[config.mk]
export PLATFORM = sky130hd
export DESIGN_NAME = boot_strap_sampler
export DESIGN_NICKNAME = d
export VERILOG_FILES = /design/src/strap_pkg.sv /design/src/strap_if.sv /design/src/boot_strap_sampler.sv /design/src/pin_sync.sv
export SDC_FILE = /design/constraint.sdc
export NUM_CORES = 1
export LEC_CHECK = 0
export ABC_AREA = 1
export BUFFER_PORTS_ARGS = -buffer_cell sky130_fd_sc_hd__buf_2
export CORE_MARGIN = 5
export CORE_UTILIZATION = 55
export CTS_BUF_LIST = sky130_fd_sc_hd__clkbuf_16
export CTS_CLUSTER_DIAMETER = 60
export DETAILED_ROUTE_END_ITERATION = 10
export GPL_ROUTABILITY_DRIVEN = 0
export PLACE_DENSITY_LB_ADDON = 0.25
export SETUP_SLACK_MARGIN = 0.2
export SYNTH_ARGS = -nofsm -noshare
export SYNTH_HDL_FRONTEND = slang
export SYNTH_SLANG_ARGS = --single-unit
[constraint.sdc]
create_clock -name CLOCK -period 1.9 [get_ports CLOCK]
set_input_delay 0.095 -clock CLOCK [delete_from_list [all_inputs] [get_ports CLOCK]]
set_output_delay 0.095 -clock CLOCK [all_outputs]
set_load 0.1 [all_outputs]
[src/strap_pkg.sv]
// Purpose: Shared constants for the boot strap sampler
// Assumes: 10 MHz core clock
// Notes: Strap encodings and capture timing
package strap_pkg;
  localparam int CLK_HZ = 10_000_000;
  localparam int CAPTURE_DELAY_NS = 1500;
  // Least time rounds up to whole cycles, never below one
  localparam int CAPTURE_CYCLES_RAW =
    (CAPTURE_DELAY_NS * (CLK_HZ / 1_000_000) + 999) / 1000;
  localparam int CAPTURE_CYCLES =
    (CAPTURE_CYCLES_RAW < 1) ? 1 : CAPTURE_CYCLES_RAW;
  localparam int CNT_W = 8;
  localparam logic HOST_PORT_SPI = 1'h0;
  localparam logic HOST_PORT_I2C = 1'h1;
  localparam logic SPI_PHASE_MODE03 = 1'h0;
  localparam logic SPI_PHASE_MODE12 = 1'h1;
  localparam logic INTEGRITY_CRC8 = 1'h0;
  localparam logic INTEGRITY_SUM8 = 1'h1;
  localparam logic PARK_ASSERTED = 1'h0;
  localparam int N_STRAPS = 3;
  localparam int STRAP_HOST_SEL = 0;
  localparam int STRAP_SPI_MODE = 1;
  localparam int STRAP_INTEGRITY = 2;
  typedef enum logic [1:0] {
    ST_RESET = 2'b00,
    ST_WAIT = 2'b01,
    ST_DONE = 2'b10
  } boot_state_e;
endpackage

[src/strap_if.sv]
// Purpose: Carries synchronised pin levels between sampler modules
// Assumes: Single clock domain
// Notes: Filled by the synchroniser, read by the top
`timescale 1ns/100ps
interface strap_if #(parameter int W = 4);
  logic [W-1:0] level;
  modport src (output level);
  modport dst (input level);
endinterface

[src/boot_strap_sampler.sv]
// Purpose: Captures board straps after power-on reset into configuration
// Assumes: 10 MHz CLOCK; power-on reset pin asynchronous to CLOCK
// Notes: Debug drive of strap pins allowed only after capture
`timescale 1ns/100ps
module boot_strap_sampler
  import strap_pkg::*;
#(
  parameter int CAPTURE_CNT = CAPTURE_CYCLES
) (
  input wire logic CLOCK,
  input wire logic RESET,
  input wire logic CLK_EN,
  input wire logic POWER_ON_RESET_N,
  input wire logic PARK_REQUEST_N,
  input wire logic [N_STRAPS-1:0] STRAP_IN,
  output logic [N_STRAPS-1:0] STRAP_OUT,
  output logic [N_STRAPS-1:0] STRAP_OE,
  input wire logic [N_STRAPS-1:0] DEBUG_OUT,
  input wire logic DEBUG_EN,
  input wire logic MONITOR_INTEGRITY_FLASH,
  output logic STRAPS_VALID,
  output logic DEVICE_RESET,
  output logic PARK_ARRAY,
  output logic HOST_USES_I2C,
  output logic HOST_USES_SPI,
  output logic MONITOR_USES_I2C,
  output logic MONITOR_USES_SPI,
  output logic SPI_PHASE_SEL,
  output logic HOST_INTEGRITY_SEL,
  output logic MONITOR_INTEGRITY_SEL
);
  localparam int SW = N_STRAPS + 2;
  localparam int POR_BIT = N_STRAPS;
  localparam int PARK_BIT = N_STRAPS + 1;
  // Reset state: in reset, park requested, straps low
  localparam logic [SW-1:0] SYNC_INIT = '0;

  strap_if #(.W(SW)) sync_bus ();

  pin_sync #(.W(SW), .INIT(SYNC_INIT)) u_sync (
    .clock(CLOCK),
    .reset(RESET),
    .clk_en(CLK_EN),
    .pins({PARK_REQUEST_N, POWER_ON_RESET_N, STRAP_IN}),
    .out(sync_bus)
  );

  wire por_n = sync_bus.level[POR_BIT];
  wire park_n = sync_bus.level[PARK_BIT];
  wire [N_STRAPS-1:0] strap_lvl = sync_bus.level[N_STRAPS-1:0];

  boot_state_e state_r;
  boot_state_e state_nxt;
  logic [CNT_W-1:0] cnt_r;
  logic [CNT_W-1:0] cnt_nxt;
  logic [N_STRAPS-1:0] cap_r;
  logic [N_STRAPS-1:0] cap_nxt;
  logic park_r;
  logic [N_STRAPS-1:0] dout_r;
  logic [N_STRAPS-1:0] doe_r;
  logic flash_r;
  logic [CNT_W-1:0] wait_len_r;

  localparam logic [CNT_W-1:0] CNT_LAST = CNT_W'(CAPTURE_CNT - 1);
  localparam logic [CNT_W-1:0] CNT_FULL = CNT_W'(CAPTURE_CNT);

  wire cnt_done = (cnt_r == CNT_LAST);
  wire capture_now = (state_r == ST_WAIT) && cnt_done && por_n;
  wire captured = (state_r == ST_DONE);

  always_comb begin
    state_nxt = state_r;
    cnt_nxt = cnt_r;
    cap_nxt = cap_r;
    case (state_r)
      ST_RESET: begin
        cnt_nxt = '0;
        if (por_n) begin
          state_nxt = ST_WAIT;
        end
      end
      ST_WAIT: begin
        if (!por_n) begin
          state_nxt = ST_RESET;
        end else if (cnt_done) begin
          cap_nxt = strap_lvl;
          state_nxt = ST_DONE;
        end else begin
          cnt_nxt = cnt_r + CNT_W'(1);
        end
      end
      ST_DONE: begin
        // Pins ignored here; only a new reset reopens capture
        if (!por_n) begin
          state_nxt = ST_RESET;
        end
      end
      default: state_nxt = ST_RESET;
    endcase
  end

  always_ff @(posedge CLOCK) begin
    if (RESET) begin
      state_r <= ST_RESET;
      cnt_r <= '0;
      cap_r <= '0;
    end else if (CLK_EN) begin
      state_r <= state_nxt;
      cnt_r <= cnt_nxt;
      cap_r <= cap_nxt;
    end
  end

  // Park follows pin on every enabled cycle in any state, and is forced while in reset
  always_ff @(posedge CLOCK) begin
    if (RESET) begin
      park_r <= 1'h1;
    end else if (CLK_EN) begin
      park_r <= (park_n == PARK_ASSERTED) || !por_n;
    end
  end

  // Debug drive only once captured and never during reset
  always_ff @(posedge CLOCK) begin
    if (RESET) begin
      doe_r <= '0;
      dout_r <= '0;
    end else if (CLK_EN) begin
      doe_r <= (captured && por_n && DEBUG_EN) ? '1 : '0;
      dout_r <= DEBUG_OUT;
    end
  end

  // Flash choice is registered so the monitor setting is a clean level
  always_ff @(posedge CLOCK) begin
    if (RESET) begin
      flash_r <= INTEGRITY_CRC8;
    end else if (CLK_EN) begin
      flash_r <= MONITOR_INTEGRITY_FLASH;
    end
  end

  // Separate count of enabled cycles spent waiting, read by the checks
  always_ff @(posedge CLOCK) begin
    if (RESET) begin
      wait_len_r <= '0;
    end else if (CLK_EN) begin
      if (state_r == ST_WAIT) begin
        wait_len_r <= wait_len_r + CNT_W'(1);
      end else begin
        wait_len_r <= '0;
      end
    end
  end

  // Raw pin gates the enable so the pads float at once when reset falls,
  // not four or five cycles later, one edge after the filtered level catches up
  assign STRAP_OE = POWER_ON_RESET_N ? doe_r : '0;
  assign STRAP_OUT = dout_r;
  assign STRAPS_VALID = captured;
  assign DEVICE_RESET = !captured;
  assign PARK_ARRAY = park_r;

  function automatic logic is_i2c(input logic sel);
    return sel == HOST_PORT_I2C;
  endfunction

  // Open straps read 0 through the pad pull-downs, matching reset values
  wire host_i2c = is_i2c(cap_r[STRAP_HOST_SEL]);
  assign HOST_USES_I2C = host_i2c;
  assign HOST_USES_SPI = !host_i2c;
  assign MONITOR_USES_I2C = !host_i2c;
  assign MONITOR_USES_SPI = host_i2c;
  assign SPI_PHASE_SEL = cap_r[STRAP_SPI_MODE];
  assign HOST_INTEGRITY_SEL = cap_r[STRAP_INTEGRITY];
  assign MONITOR_INTEGRITY_SEL = flash_r;
endmodule

[src/pin_sync.sv]
// Purpose: Three-stage synchroniser with agreement filter for pins
// Assumes: Inputs asynchronous to CLOCK
// Notes: Output changes only when stages two and three agree
`timescale 1ns/100ps
module pin_sync #(
  parameter int W = 4,
  parameter logic [W-1:0] INIT = '0
) (
  input wire logic clock,
  input wire logic reset,
  input wire logic clk_en,
  input wire logic [W-1:0] pins,
  strap_if.src out
);
  logic [W-1:0] s1_r;
  logic [W-1:0] s2_r;
  logic [W-1:0] s3_r;
  logic [W-1:0] lvl_r;
  logic [W-1:0] lvl_nxt;
  // First stage feeds only the second stage
  assign lvl_nxt = (s2_r & s3_r) | (lvl_r & (s2_r | s3_r));
  assign out.level = lvl_r;
  always_ff @(posedge clock) begin
    if (reset) begin
      s1_r <= INIT;
      s2_r <= INIT;
      s3_r <= INIT;
      lvl_r <= INIT;
    end else if (clk_en) begin
      s1_r <= pins;
      s2_r <= s1_r;
      s3_r <= s2_r;
      lvl_r <= lvl_nxt;
    end
  end
endmodule

# Word-level counts from Yosys, hierarchy flattened
# Index checks and enable logic that the tools add are counted.
totals:
  regBits: 41
  inputBits: 13
  word_cells: 46
classes:
  n_addsub: 1
  n_eq_ne: 8
  n_mux: 10
  n_bitwise: 5
  reduce_logical: 11
op_table:
  columns: ["cell", "count"]
  rows:
  - ["2-to-1 mux 8 bit", 2]
  - ["case mux 8 bit (2 select lines)", 1]
  - ["AND reduction 4 bit", 3]
  - ["AND 5 bit", 2]
  - ["OR 5 bit", 2]
  - ["adder 8 x 1 -> 8 bit, second input constant", 1]
  - ["equality test 8 x 4 -> 1 bit, second input constant", 1]
  - ["2-to-1 mux 2 bit", 4]
  - ["2-to-1 mux 3 bit", 2]
  - ["case mux 2 bit (3 select lines)", 1]
  - ["!= test 2 x 1 -> 1 bit, second input constant", 2]
  - ["!= test 2 bit, second input constant", 2]
  - ["logical NOT 1 bit", 3]
  - ["!= test 3 bit, second input constant", 1]
  - ["equality test 2 x 1 -> 1 bit, second input constant", 1]
  - ["equality test 2 bit, second input constant", 1]
  - ["logical AND 1 bit", 2]
  - ["logical NOT 2 bit", 1]
  - ["nonzero test 2 bit", 1]
  - ["logical OR 1 bit", 1]
  - ["NOT 1 bit", 1]

# Longest topological paths before layout
logic_depth:
  word_depth: 4
  mapped_depth: 9
  depth_no_buf: 9

# Modules after synthesis
# From an unflattened synthesis, not the netlist that was laid out.
unflattened:
  cells_unflattened: 264
  area_unflattened_um2: 1874.3
by_module_without_submodules:
  columns: ["mod", "n_inst", "cells_per_inst", "area_each_um2"]
  rows:
  - ["boot_strap_sampler", 1, 153, 1059.8]
  - ["pin_sync", 1, 111, 814.5]

# Least setup slack after synthesis
# No wires, ideal clock.
synth_timing:
  path_kind: "flip-flop to output port"
  start: "register state_r[1]"
  end: "output port DEVICE_RESET"
  arrival_time_ns: 2.774
  slack_ns: -0.969
  path_stages_with_launch: 4
  path_cell_list: "dfxtp_1 -> inv_2 -> nor2_1 -> inv_1"
synth_via:
  elab_chain_cells: 2
synth_lines:
  columns: ["element", "line", "rtl"]
  rows:
  - ["start: declaration", "boot_strap_sampler.sv:52", "boot_state_e state_r;"]
  - ["start signal: assignment", "boot_strap_sampler.sv:108", "state_r <= state_nxt;"]
  - ["equality test 2 bit", "boot_strap_sampler.sv:69", "wire captured = (state_r == ST_DONE);"]
  - ["net STRAPS_VALID", "boot_strap_sampler.sv:21", "output logic STRAPS_VALID,"]
  - ["logical NOT 1 bit", "boot_strap_sampler.sv:161", "assign DEVICE_RESET = !captured;"]
  - ["end: declaration", "boot_strap_sampler.sv:22", "output logic DEVICE_RESET,"]
# The timed path passes the listed nets, and every way through them passes these cells.

# Final worst setup path
layout_timing:
  start: "register state_r[1]"
  end: "output port STRAPS_VALID"
layout_via:
  elab_chain_cells: 1
layout_lines:
  columns: ["element", "line"]
  rows:
  - ["equality test 2 bit", "boot_strap_sampler.sv:69"]
  - ["end: declaration", "boot_strap_sampler.sv:21"]
# No other way between the ends.

==> results by group <==
Floorplanning
  – CORE AREA: 3080 um^2
  – Die W: 67.0 um
  – Row cnt: 20
  – Die height: 67.0 um
  – I/O pin count: 29
  – Die area: 4480 um^2
  – Starting Density: 58.0%

Timing
  – Final Hold Violating Endpoints: 0
  – Max-slew violation count: 0
  – Least-Margin Pin Slew: 0.491 ns
  – Fin crit period: 1.44 ns
  – Clock skew: 0.00242 ns
  – Max Freq: 694 MHz
  – Rel. slew slack: 67.5%
  – Unrepaired setup endpoints after global routing: no
  – Setup TNS: 0 ns
  – Endpoints failing setup: 0
  – Final worst-path cycle share: 75.8%

Worst setup path
  – Crit start category: register
  – Critical path required time: 1.80 ns
  – RR Startpoint: cnt_r[0]
  – CP endpoint kind: output port
  – Critical path class: reg2out
  – CP max FO: 4
  – RR Endpoint: cnt_r[3]
  – Worst R2R Setup Slack: 0.51 ns
  – Worst R2R Path Depth: 8
  – WP data arrival: 1.35 ns

Route
  – Wire length per cell: 11.0 um
  – Routed vias/inst: 4.95
  – Detailed Route Iter0 Violations: 61
  – Post-Route WL: 3600 um
  – # DRC: 0
  – Final ANT Viol Nets: 0
  – Drt pass-1 iters: 5
  – Vias: 1618

Synth
  – Synth warn: 0
  – Share of the synthesized area in the top cell type: 43.8%
  – Adder-Cell Fraction of Synth Area: 1.40%
  – Synthesized flop and latch total: 39
  – Post-synthesis mux area share: 0%
  – Distinct cells, synth: 22
  – Post-synthesis xor/xnor area fraction: 0%
  – Top cells by area, synth: dfxtp_1 (44%), nand2_1 (11%), nor2_1 (11%)
  – Main combinational cell family by area after synthesis: simple AND/OR/NAND/NOR gates
  – Syn_area_per_cell: 6.94 um^2
  – Register area share after synthesis: 43.8%
  – Synth Instances: 257
  – Cell area after synthesis: 1780 um^2
  – Yosys top cell by area: dfxtp_1
  – Simple-Gate Fraction of Synth Area: 30.3%
  – Post-synthesis compound-gate area fraction: 15.1%
  – Mapped Nets: 272

Placed design
  – Placed Cells incl. Taps: 319
  – PortBufs: 28
  – Detail Placement HPWL: 2440 um

Finish
  – Commonest non-fill, non-tap cells in the layout: nand2_1 (50), nor2_1 (49), dfxtp_1 (38)
  – Post-route insts no fill: 327
  – Layout cells sized above 1: 18.7%
  – N_diodes: 0
  – Final nets: 297
  – Layout area overhead: 18.3%
  – Commonest non-fill, non-tap cell in the layout: nand2_1

Global route
  – Total GRT Usage: 18.4%
  – Total grt overflow: 0
  – First-pass GRT wire length: 6240 um
  – Initial antenna violation count: 0
  – Vias in the first global route: 1508
  – Pin count of the biggest net entering global routing: 29

Clock network
  – Register clock-pin slew on the reported worst setup and hold paths: 0.06 ns
  – Cts bufs inserted: 5
  – CTS resizes: 0
  – CTS Sinks: 39
  – # hold bufs at CTS: 0
  – Number of H-tree levels: 2
  – Root Buffer: clkbuf_16
  – CTS tree: done
  – Worst-case clock buffer depth: 2
  – Post-CTS setup buffers: 0
  – Later-pin clock latency in the skew report: 0.28 ns

Status
  – Outcome: completed

Power and ir drop
  – Cell Pwr Density: 981 nW/um^2
  – Max rail drop VDD: 1.03 mV
  – Leakage: 0.959 nW

Hold path
  – Hold path depth: 3
  – Worst hold endpoint: u_sync.s1_r[2]
  – HP Class: in2reg
  – HP Start: STRAP_IN[2]

Run
  – Max-cap violations: 0
-- metal layers --
metal	global-route usage [%]	routed length, um
met5	0	0
met4	6.84	44
met3	5.73	163
met2	31.7	1760
met1	21.1	1630
-- critical path, stage by stage, from the launching register on --
cell,delay [ns]
dfxtp_1,0.42
inv_2,0.09
nor2_4,0.12
buf_2,0.44
-- cell type report --
class | instances | area [um^2]
Tap cell | 44 | 55.1
Sequential cell | 39 | 785
Clock buffer | 5 | 125
Inverter | 27 | 105
Clock inverter | 3 | 43.8
Timing Repair Buffer | 30 | 155
Multi-Input combinational cell | 179 | 842
Fill cell | 288 | 967
-- power by group --
part / switching [mW] / internal (mW)
Combinational: 0.199 / 0.0632
Sequential: 0.0238 / 0.851
Clock: 0.316 / 0.618
Total: 0.539 / 1.53
-- cell families (layout without fill, tap and decap cells) --
kind of cell | count (synthesis) | after routing
fa+ha+maj | 2 | 2
simple gates | 126 | 126
flops | 39 | 39
buf+inv | 39 | 65
compound gates | 51 | 51
-- state kept, by name, indices dropped and copies added, names as in the netlist, 2 cells and up --
register,count
u_sync.s1_r,5
u_sync.s3_r,5
STRAP_OUT,3
cap_r,3
cnt_r,8
state_r,2
u_sync.s2_r,5
u_sync.out.level,5
-- per-stage QoR --
| step | power [mW] | worst slack [ns] | util [%] | instance area (um^2) | hold slack, ns |
|---|---|---|---|---|---|
| after CTS | 2.10 | 0.446 | 68.6 | 2110 | 0.0292 |
| final | 2.07 | 0.459 | 68.6 | 2110 | 0.0332 |
| after global placement | 1.15 | 0.519 | 63.1 | 1940 | 0.315 |
| after detailed placement | 1.15 | 0.519 | 63.1 | 1940 | 0.319 |
| after floorplan | 1.10 | 0.237 | - | 1800 | 0.164 |
| after global routing | 2.17 | 0.304 | 68.6 | 2110 | 0.0354 |
-- Yosys cell counts --
master / count
o21ai_1: 1
nor2_4: 1
nand4_1: 5
a21oi_1: 20
inv_1: 23
nand4_2: 1
dfxtp_1: 39
o21ai_0: 25
nand2_2: 3
nand2_1: 50
nor2_1: 50
nand3_1: 13
nor2_2: 1
ha_1: 2
nand3_2: 2
buf_4: 5
clkbuf_1: 3
inv_2: 4
buf_2: 3
o21bai_1: 4
buf_1: 1
a211o_1: 1
-- worst max path at each step --
stage	start	end	slack [ns]	cells after the start
final	state_r[1]	STRAPS_VALID	0.46	3
after global routing	cnt_r[0]	cnt_r[4]	0.30	7
after floorplan	state_r[1]	DEVICE_RESET	0.24	3
after detailed placement	cnt_r[0]	cnt_r[5]	0.52	8
after CTS	state_r[1]	STRAPS_VALID	0.45	3
after global placement	cnt_r[0]	cnt_r[3]	0.52	8
Power figures use the tool's default switching activity.
